===== config.mk =====
export PLATFORM = sky130hd
export DESIGN_NAME = jtg_tap
export DESIGN_NICKNAME = d
export VERILOG_FILES = /design/src/hw/jtg_sync.v /design/src/hw/jtg_tap.v
export VERILOG_INCLUDE_DIRS = /design/src /design/src/hw
export SDC_FILE = /design/constraint.sdc
export NUM_CORES = 1
export LEC_CHECK = 0
export ABC_AREA = 0
export BUFFER_PORTS_ARGS = -buffer_cell sky130_fd_sc_hd__buf_2
export CAP_MARGIN = 20
export CORE_UTILIZATION = 30
export DETAILED_ROUTE_END_ITERATION = 10
export PLACE_DENSITY_LB_ADDON = 0.25
export REMOVE_ABC_BUFFERS = 1
export SLEW_MARGIN = 25
export SYNTH_ARGS = -nofsm -noshare
export SYNTH_HDL_FRONTEND = slang
export SYNTH_SLANG_ARGS = --single-unit

===== constraint.sdc =====
create_clock -name clk_sys_i -period 7.5 [get_ports clk_sys_i]
set_input_delay 0 -clock clk_sys_i [delete_from_list [all_inputs] [get_ports clk_sys_i]]
set_output_delay 0 -clock clk_sys_i [all_outputs]
set_load 0.01 [all_outputs]

===== src/hw/jtg_map.vh =====
// Constants shared by the test access port: opcodes, lengths and code fields.
`ifndef JTG_MAP_VH
`define JTG_MAP_VH

// ==========================================================================
// Register lengths
// ==========================================================================
`define JTG_IR_W 4
`define JTG_ID_W 32
`define JTG_USR_W 8
`define JTG_PIN_W 8
`define JTG_BSR_W 16
`define JTG_SYNC_W 12

// ==========================================================================
// Instruction opcodes (all ones selects bypass)
// ==========================================================================
`define JTG_OP_EXTEST 4'h0
`define JTG_OP_SAMPLE 4'h1
`define JTG_OP_INTEST 4'h2
`define JTG_OP_IDCODE 4'h3
`define JTG_OP_CLAMP 4'h4
`define JTG_OP_USER1 4'h5
`define JTG_OP_BYPASS 4'hf
`define JTG_IR_CAPTURE 4'h1

// ==========================================================================
// Identification code fields (values are arbitrary, bit 0 is fixed at one)
// ==========================================================================
`define JTG_ID_VERSION 4'h1
`define JTG_ID_PART 16'h0a5c
`define JTG_ID_MANUF 11'h2b3
`define JTG_ID_LSB 1'b1

`endif


===== src/hw/jtg_sync.v =====
// Two-stage synchroniser for a group of asynchronous pin inputs.
`include "jtg_map.vh"

module jtg_sync (
    input wire clk_sys_i,                     // System clock.
    input wire resetn_i,                      // Asynchronous reset, active low.
    input wire [`JTG_SYNC_W-1:0] async_i,     // Pin levels from outside.
    output reg [`JTG_SYNC_W-1:0] sync_o       // Levels safe to read.
);

    // ======================================================================
    // Synchroniser
    // ======================================================================
    reg [`JTG_SYNC_W-1:0] meta_reg;

    // The first stage feeds only the second; nothing else may look at it.
    always @(posedge clk_sys_i or negedge resetn_i) begin
        if (!resetn_i) begin
            meta_reg <= {`JTG_SYNC_W{1'b0}};
            sync_o <= {`JTG_SYNC_W{1'b0}};
        end else begin
            meta_reg <= async_i;
            sync_o <= meta_reg;
        end
    end

endmodule // jtg_sync


===== src/hw/jtg_tap.v =====
// Test access port controller with bypass, identification and boundary scan.
`include "jtg_map.vh"

module jtg_tap (
    input wire clk_sys_i,                      // System clock, 100 MHz.
    input wire resetn_i,                       // Asynchronous reset, active low.
    input wire tck_i,                          // Test clock pin.
    input wire tms_i,                          // Test mode select pin.
    input wire tdi_i,                          // Serial data in pin.
    input wire trstn_i,                        // Test reset pin, active low.
    output reg tdo_o,                          // Serial data out pin.
    output reg tdo_oe_o,                       // High while data out is driven.
    input wire [`JTG_PIN_W-1:0] pin_in_i,      // Functional input pins.
    output reg [`JTG_PIN_W-1:0] core_in_o,     // Input values seen by the core.
    input wire [`JTG_PIN_W-1:0] core_out_i,    // Output values from the core.
    output reg [`JTG_PIN_W-1:0] pin_out_o,     // Values driven on output pins.
    output reg tlr_o                           // High in Test-Logic-Reset.
);

    // ======================================================================
    // Controller states, one-hot
    // ======================================================================
    localparam [15:0] S_TLR = 16'h0001;
    localparam [15:0] S_RTI = 16'h0002;
    localparam [15:0] S_SELDR = 16'h0004;
    localparam [15:0] S_CAPDR = 16'h0008;
    localparam [15:0] S_SHDR = 16'h0010;
    localparam [15:0] S_EX1DR = 16'h0020;
    localparam [15:0] S_PADR = 16'h0040;
    localparam [15:0] S_EX2DR = 16'h0080;
    localparam [15:0] S_UPDR = 16'h0100;
    localparam [15:0] S_SELIR = 16'h0200;
    localparam [15:0] S_CAPIR = 16'h0400;
    localparam [15:0] S_SHIR = 16'h0800;
    localparam [15:0] S_EX1IR = 16'h1000;
    localparam [15:0] S_PAIR = 16'h2000;
    localparam [15:0] S_EX2IR = 16'h4000;
    localparam [15:0] S_UPIR = 16'h8000;

    // ======================================================================
    // Functions
    // ======================================================================
    // Next controller state for a given mode select level.
    function [15:0] tap_next;
        input [15:0] st;
        input tms;
        begin
            case (st)
                S_TLR: tap_next = tms ? S_TLR : S_RTI;
                S_RTI: tap_next = tms ? S_SELDR : S_RTI;
                S_SELDR: tap_next = tms ? S_SELIR : S_CAPDR;
                S_CAPDR: tap_next = tms ? S_EX1DR : S_SHDR;
                S_SHDR: tap_next = tms ? S_EX1DR : S_SHDR;
                S_EX1DR: tap_next = tms ? S_UPDR : S_PADR;
                S_PADR: tap_next = tms ? S_EX2DR : S_PADR;
                S_EX2DR: tap_next = tms ? S_UPDR : S_SHDR;
                S_UPDR: tap_next = tms ? S_SELDR : S_RTI;
                S_SELIR: tap_next = tms ? S_TLR : S_CAPIR;
                S_CAPIR: tap_next = tms ? S_EX1IR : S_SHIR;
                S_SHIR: tap_next = tms ? S_EX1IR : S_SHIR;
                S_EX1IR: tap_next = tms ? S_UPIR : S_PAIR;
                S_PAIR: tap_next = tms ? S_EX2IR : S_PAIR;
                S_EX2IR: tap_next = tms ? S_UPIR : S_SHIR;
                S_UPIR: tap_next = tms ? S_SELDR : S_RTI;
                default: tap_next = S_TLR;
            endcase
        end
    endfunction

    // ======================================================================
    // Pin synchronisation and test clock edges
    // ======================================================================
    wire [`JTG_SYNC_W-1:0] sync_w;
    wire tck_s;
    wire tms_s;
    wire tdi_s;
    wire trstn_s;
    wire [`JTG_PIN_W-1:0] pin_in_s;
    reg tck_d_reg;

    jtg_sync u_sync (
        .clk_sys_i(clk_sys_i),
        .resetn_i(resetn_i),
        .async_i({pin_in_i, trstn_i, tdi_i, tms_i, tck_i}),
        .sync_o(sync_w)
    );

    assign tck_s = sync_w[0];
    assign tms_s = sync_w[1];
    assign tdi_s = sync_w[2];
    assign trstn_s = sync_w[3];
    assign pin_in_s = sync_w[`JTG_SYNC_W-1:4];

    // Previous test clock level, for edge detection on the synchronised copy.
    always @(posedge clk_sys_i or negedge resetn_i) begin
        if (!resetn_i) begin
            tck_d_reg <= 1'b0;
        end else begin
            tck_d_reg <= tck_s;
        end
    end

    wire tck_rise = tck_s & ~tck_d_reg;
    wire tck_fall = ~tck_s & tck_d_reg;

    // ======================================================================
    // Controller state machine
    // ======================================================================
    reg [15:0] state_reg;

    // Test reset acts without waiting for any test clock edge; the test
    // clock may stand still while the pin is low.
    always @(posedge clk_sys_i or negedge resetn_i) begin
        if (!resetn_i) begin
            state_reg <= S_TLR;
        end else if (!trstn_s) begin
            state_reg <= S_TLR;
        end else if (tck_rise) begin
            state_reg <= tap_next(state_reg, tms_s);
        end
    end

    // ======================================================================
    // Instruction register
    // ======================================================================
    reg [`JTG_IR_W-1:0] ir_sh_reg;
    reg [`JTG_IR_W-1:0] ir_reg;

    // Shift stage on rising edges; the active opcode changes on the falling
    // edge in Update-IR so that decoding never glitches mid-shift.
    always @(posedge clk_sys_i or negedge resetn_i) begin
        if (!resetn_i) begin
            ir_sh_reg <= `JTG_IR_CAPTURE;
            ir_reg <= `JTG_OP_IDCODE;
        end else if (state_reg == S_TLR) begin
            ir_reg <= `JTG_OP_IDCODE;
        end else begin
            if (tck_rise && state_reg == S_CAPIR) begin
                ir_sh_reg <= `JTG_IR_CAPTURE;
            end else if (tck_rise && state_reg == S_SHIR) begin
                ir_sh_reg <= {tdi_s, ir_sh_reg[`JTG_IR_W-1:1]};
            end
            if (tck_fall && state_reg == S_UPIR) begin
                ir_reg <= ir_sh_reg;
            end
        end
    end

    // ======================================================================
    // Instruction decode
    // ======================================================================
    wire op_extest = (ir_reg == `JTG_OP_EXTEST);
    wire op_sample = (ir_reg == `JTG_OP_SAMPLE);
    wire op_intest = (ir_reg == `JTG_OP_INTEST);
    wire op_idcode = (ir_reg == `JTG_OP_IDCODE);
    wire op_clamp = (ir_reg == `JTG_OP_CLAMP);
    wire op_user = (ir_reg == `JTG_OP_USER1);
    wire sel_bsr = op_extest | op_sample | op_intest;
    // Unknown opcodes fall back to bypass, as does clamp.
    wire sel_byp = ~(sel_bsr | op_idcode | op_user);

    // ======================================================================
    // Data registers
    // ======================================================================
    reg byp_reg;
    reg [`JTG_ID_W-1:0] id_reg;
    reg [`JTG_USR_W-1:0] usr_reg;
    reg [`JTG_BSR_W-1:0] bsr_reg;
    reg [`JTG_BSR_W-1:0] bsr_upd_reg;

    wire [`JTG_ID_W-1:0] id_code = {`JTG_ID_VERSION, `JTG_ID_PART, `JTG_ID_MANUF,
                                    `JTG_ID_LSB};
    wire cap_dr = tck_rise && state_reg == S_CAPDR;
    wire sh_dr = tck_rise && state_reg == S_SHDR;

    // Only the selected register captures or shifts; the others hold.
    // Boundary cells: low half inputs, high half outputs.
    always @(posedge clk_sys_i or negedge resetn_i) begin
        if (!resetn_i) begin
            byp_reg <= 1'b0;
            id_reg <= {`JTG_ID_W{1'b0}};
            usr_reg <= {`JTG_USR_W{1'b0}};
            bsr_reg <= {`JTG_BSR_W{1'b0}};
        end else begin
            if (sel_byp && cap_dr) begin
                byp_reg <= 1'b0;
            end else if (sel_byp && sh_dr) begin
                byp_reg <= tdi_s;
            end
            if (op_idcode && cap_dr) begin
                id_reg <= id_code;
            end else if (op_idcode && sh_dr) begin
                id_reg <= {tdi_s, id_reg[`JTG_ID_W-1:1]};
            end
            if (op_user && sh_dr) begin
                usr_reg <= {tdi_s, usr_reg[`JTG_USR_W-1:1]};
            end
            if (sel_bsr && cap_dr) begin
                bsr_reg <= {core_out_i, pin_in_s};
            end else if (sel_bsr && sh_dr) begin
                bsr_reg <= {tdi_s, bsr_reg[`JTG_BSR_W-1:1]};
            end
        end
    end

    // Update latches; sample loads them too, as a preload for later tests.
    always @(posedge clk_sys_i or negedge resetn_i) begin
        if (!resetn_i) begin
            bsr_upd_reg <= {`JTG_BSR_W{1'b0}};
        end else if (tck_fall && state_reg == S_UPDR && sel_bsr) begin
            bsr_upd_reg <= bsr_reg;
        end
    end

    // ======================================================================
    // Serial output on falling test clock edges
    // ======================================================================
    reg dr_bit;

    always @* begin
        dr_bit = byp_reg;
        if (op_idcode) begin
            dr_bit = id_reg[0];
        end else if (op_user) begin
            dr_bit = usr_reg[0];
        end else if (sel_bsr) begin
            dr_bit = bsr_reg[0];
        end
    end

    // Driver is enabled only while shifting, as the standard expects.
    always @(posedge clk_sys_i or negedge resetn_i) begin
        if (!resetn_i) begin
            tdo_o <= 1'b0;
            tdo_oe_o <= 1'b0;
        end else if (!trstn_s) begin
            tdo_o <= 1'b0;
            tdo_oe_o <= 1'b0;
        end else if (state_reg == S_TLR) begin
            // Data out holds here: entry by mode select follows a rising test
            // clock, and the line may only move while that clock is low.
            tdo_oe_o <= 1'b0;
        end else if (tck_fall) begin
            tdo_o <= (state_reg == S_SHIR) ? ir_sh_reg[0] : dr_bit;
            tdo_oe_o <= (state_reg == S_SHIR) || (state_reg == S_SHDR);
        end
    end

    // ======================================================================
    // Pin and core multiplexers
    // ======================================================================
    // Functional outputs pass through one register, so pins lag the core by a
    // system clock (inputs also cross the two sync stages); this keeps every output on a flip-flop.
    always @(posedge clk_sys_i or negedge resetn_i) begin
        if (!resetn_i) begin
            pin_out_o <= {`JTG_PIN_W{1'b0}};
            core_in_o <= {`JTG_PIN_W{1'b0}};
            tlr_o <= 1'b1;
        end else begin
            pin_out_o <= (op_extest || op_clamp) ?
                         bsr_upd_reg[`JTG_BSR_W-1:`JTG_PIN_W] : core_out_i;
            core_in_o <= op_intest ? bsr_upd_reg[`JTG_PIN_W-1:0] : pin_in_s;
            tlr_o <= (state_reg == S_TLR);
        end
    end

endmodule // jtg_tap

Yosys cells after proc, flatten, opt, wreduce, memory -nomap -nowiden
Cells that the tools add are included.

Output and inout bits: 19. Memories kept: 0. RAM bits: 0. Flip-flop bits (word level): 141. Logic and storage cells: 115. ROM bits: 0. Bits in latches: 0.

Eq/ne operators: 25. Order comparisons: 0. Divide/modulo/power cells: 0. Mux-type cells: 37. Add/sub/neg operators: 0. Shift operators: 0. Multiply operators: 0. Reductions and logical operators: 27. Bitwise logic cells: 10.

Operators with widths (number): $pmux W16 S12 (1); $mux W16 (6); $mux W32 (2); $mux W8 (3); $mux W9 (2); $eq A16 B1 Y1 const B (1); $eq A16 B10 Y1 const B (1); $eq A16 B11 Y1 const B (1); $eq A16 B12 Y1 const B (1); $eq A16 B13 Y1 const B (1); $eq A16 B14 Y1 const B (1); $eq A16 B15 Y1 const B (1); $eq A16 B16 Y1 const B (1); $eq A16 B2 Y1 const B (1); $eq A16 B3 Y1 const B (1); $eq A16 B4 Y1 const B (1); $eq A16 B5 Y1 const B (1); $eq A16 B6 Y1 const B (1); $eq A16 B7 Y1 const B (1); $eq A16 B8 Y1 const B (1); $eq A16 B9 Y1 const B (1); $mux W4 (4); $mux W15 (1); $logic_and A1 B1 Y1 (14); other kinds (21) (50).

Longest topological paths before layout
Depth after elaboration: 10. Depth in mapped cells: 8. Mapped depth without buffers: 5.

Cells and area by module
A second synthesis with hierarchy kept.

Cell total of the unflattened synthesis: 544. Area, all modules: 6024.5 um^2.

By module, submodules not included: jtg_tap (times used 1, area each 5424.0 um^2, cells an instance 520); jtg_sync (times used 1, area each 600.6 um^2, cells an instance 24).

Worst setup path after synthesis
Ideal clock, no wire load.

Path kind: register to register. From: register state_reg[8]. To: register state_reg[4]. Clock period less this slack: 2414 ps. Path slack: 5086 ps. Buffers on the path: 2. Stages on the path, launching flop included: 8. Arrival: 2350 ps. Data required time: 7436 ps. Path through: dfrtp_1 -> buf_6 -> or4_4 -> or4_1 -> buf_2 -> or4b_1 -> a21oi_1 -> a21o_1.

Cells in the longest elaborated chain, start to end: 5. Elaborated cells on any way between the ends: 22.

Ends and longest elaborated chain: start, declared (line jtg_tap.v:109) `reg [15:0] state_reg;`; start signal, assigned (line jtg_tap.v:119) `state_reg <= tap_next(state_reg, tms_s);`; $eq A16 B16 Y1 (tied with other cells) (line jtg_tap.v:48) `case (st)`; $reduce_or A3 Y1 (no line) or $reduce_or A2 Y1 (tied branches); $pmux W16 S12 (*) (line jtg_tap.v:48); $mux W16 (*) (line jtg_tap.v:118) `end else if (tck_rise) begin`; $mux W16 (*) (line jtg_tap.v:116) `end else if (!trstn_s) begin`.

Mark *: on every way between the ends. The rest lies on a longest branch, timed or not. The select of a mux whose other input is x is not followed. A chain may end at the register's enable or synchronous reset.

Final worst setup path
From: register state_reg[5]. To: register bsr_upd_reg[1].

Cells in the longest elaborated chain, start to end: 3.

Ends and longest elaborated chain: $eq A16 B9 Y1 (line jtg_tap.v:210) `end else if (tck_fall && state_reg == S_UPDR && sel_bsr) begin`; $logic_and A1 B1 Y1 (2 in a row) (line jtg_tap.v:210); end signal, assigned (line jtg_tap.v:209) `` bsr_upd_reg <= {`JTG_BSR_W{1'b0}}; ``; end signal, assigned (line jtg_tap.v:211) `bsr_upd_reg <= bsr_reg;`; end, declared (line jtg_tap.v:169) `` reg [`JTG_BSR_W-1:0] bsr_upd_reg; ``.

No other way between the ends.

==> impl_metrics.yaml <==
setup_path:
  critical_path_buf_inv_count: 0
  r2r_slack_ps: 4560
  crit_slowest_cell: "nand3_1"
  slowest_delay_ps: 760
  worstPathCellList: "nor4_2 -> nand2_1 -> nor4_1 -> nand3_1 -> mux2_2"
  r2r_end: "bsr_upd_reg[1]"
  required_ps: 7790
  r2r_cells: 5
  endpoint_kind: "flop"
  arrival_ps: 3230
  criticalPathCategory: "reg2reg"
  r2r-start: "state_reg[5]"
  cp_max_fo: 16
  critPathLaunchType: "flop"
  path_delay_family: "simple AND/OR/NAND/NOR gates"
drt:
  vias: 4134
  totalWireLength_mm: 12.5
  viasPerCell: 4.77
  drc: 0
  drtIter0Drc: 188
  drtAntennaViolNets: 0
  wire_per_inst_um: 14.5
  firstDrtPassIters: 4
finish:
  drive_gt1_frac: 0.225
  fin_area_um2: 7290
  nNetsFinal: 611
  fin_util: 0.373
  synthToLayoutAreaGrowth_pct: 21.5
  antenna_cells: 0
  instances_no_fill: 866
  fillers: 1955
  largest_register_ffs: 32
pwr:
  total_leakage_power_nw: 3.35
  report.power.total_mw: 1.74
  p_sw_uw: 379
  p_seq_frac: 0.449
  comb_power_share: 0.034
  pwr-share-clk: 0.518
  powerDensity_nw_per_um2: 239
  p_int_mw: 1.36
  ir_drop_uv: 154
  p_sw_frac: 0.218
timing:
  drv_slew: 0
  grt_setup_unrepaired: "false"
  setup_viol: 0
  fin_crit_sh: 0.392
  worst_pin_slew_ps: 1000
  fin_ws_ps: 4560
  finalSetupTns_ps: 0
  hold_viol: 0
  fmax_ghz: 0.341
  whs_ps: 182
  relSlewSlack: 0.330
  skew_ps: 8.52
  post-route-min-period_ps: 2940
yosys:
  synthFlopType: "dfrtp_1"
  synth.distinct_cells: 58
  netlist_instances: 537
  synth_common_cells: "dfrtp_1 (136), nand2_1 (61), nor2_1 (41), mux2_2 (40), clkbuf_1 (25)"
  synth_area_leaders: "dfrtp_1 (57%), mux2_2 (7.5%), nand2_1 (3.8%)"
  synth.most_common_cell: "dfrtp_1"
  ys_ff_latch: 141
  synth_edf_count: 0
  syn_area_per_cell_um2: 11.2
  yosys_warnings: 0
  async_flop_share: 1.00
  netlist.top_cell.by_area: "dfrtp_1"
  seq_area_frac_synth: 0.590
  synth_top_cell_area_share: 0.568
  syn_area_um2: 5990
floorplan:
  io_pins: 41
  core_um2: 19500
  start_util: 0.307
  rows: 51
  die_w_um: 143
  die_y_um: 143
  die_area_um2: 20600
grt:
  grt_pass1_wl_mm: 21.0
  grt_max_degree: 72
  grtUsageTotal: 0.133
  overflow: 0
  grt_antenna_before_repair: 0
  grt_pass1_vias: 4086
placed_design:
  hpwl_mm: 7.98
  place_area_um2: 6430
  pre_cts_slack_ps: 4500
  gp_congestion: 0.815
  dp.cells: 813
  io_buffers: 40
cts:
  clock_sinks: 141
  cts-root-buf: "clkbuf_16"
  path_clk_slew_ps: 60
  cts_buffers: 17
  cts_buffer_depth: 2
  post-cts-setup-buffers: 0
  htreeDepth: 4
  cts_tree: "yes"
  clock_latency_ps: 410
run:
  maxCapViolations: 0
hold_path:
  hold_class: "in2async"
run_status:
  status: "completed"
cell usage in the layout, fill, tap and decap left out, types with 2 or more instances in the layout:
master         instances
a211oi_1               2
a21o_1                 2
a21oi_1                6
a31oi_1                4
and2_1                 3
buf_2                 39
buf_4                  5
buf_6                  2
bufinv_16              4
clkbuf_16             17
clkinvlp_4             2
dfrtp_1              136
dfstp_2                5
dlygate4sd3_1         21
inv_1                 21
inv_6                  6
mux2_2                40
mux2i_1               21
nand2_1               61
nand2b_1               5
nand3_1               23
nand4_1                8
nor2_1                41
nor2b_1                5
nor3_1                20
nor4_1                 8
nor4_2                 3
nor4b_1                4
o21ai_0               17
o22ai_1               17
o2bb2ai_1              4
o31ai_1                2
o41ai_1                2
or3_1                  3
or4_1                  6
or4b_2                 2
xnor2_1                3
xor2_1                 3
worst register-to-register path, cell delays in order (launching register included):
cell and delay (ps):
dfrtp_1 480, nor4_2 590, nand2_1 190, nor4_1 220
nand3_1 760, mux2_2 580
area by class of cell:
| class | count | area, um^2 | area share |
|---|---|---|---|
| timing repair buffer | 67 | 465 | 0.0639 |
| sequential | 141 | 3530 | 0.485 |
| inverter | 21 | 78.8 | 0.0108 |
| tap | 265 | 332 | 0.0455 |
| clock inverter | 14 | 204 | 0.0280 |
| clock buffer | 17 | 425 | 0.0584 |
| multi-input combinational | 341 | 2250 | 0.308 |
power groups by stage:
stage / logic (mW) / registers (mW) / clock network [mW]
floorplan: 0.0162 / 0.795 / 0
global placement: 0.0520 / 0.793 / 0
detailed placement: 0.0521 / 0.794 / 0
CTS: 0.0610 / 0.780 / 0.920
global route: 0.0664 / 0.781 / 0.955
finish: 0.0589 / 0.780 / 0.900
timing repair:
action | in CTS | in global routing
endpoints found under the hold margin | 93 | 0
setup endpoints to repair | 0 | 0
resized for setup | 0 | 0
hold buffers | 21 | 0
layer usage:
layer	part of all wire	vias up	routed length (um)	global-route usage
li1	-	2000	-	-
met1	0.47	2048	5950	0.175
met2	0.48	70	5960	0.209
met3	0.035	16	435	0.0333
met4	0.015	0	190	0.0532
met5	0	-	0	0
worst max path at each step:
stage	start	end	slack, ps	cells after the start
floorplan	state_reg[5]	id_reg[0]	4840	5
global placement	state_reg[1]	bsr_reg[6]	4640	5
detailed placement	state_reg[5]	bsr_reg[9]	4500	5
CTS	state_reg[5]	bsr_reg[9]	4470	5
global route	state_reg[5]	bsr_upd_reg[1]	4320	5
finish	state_reg[5]	bsr_upd_reg[1]	4560	5
cell families after synthesis:
kind of cell              Yosys count  synth area share
AOI/OAI and AO/OA                  68            0.0747
xor gates and xnor gates            6           0.00877
buffers and inverters              55            0.0382
DFF                               141             0.590
muxes                              61             0.110
and+or+nand+nor                   206             0.178
(Power assumes the default switching activity.)
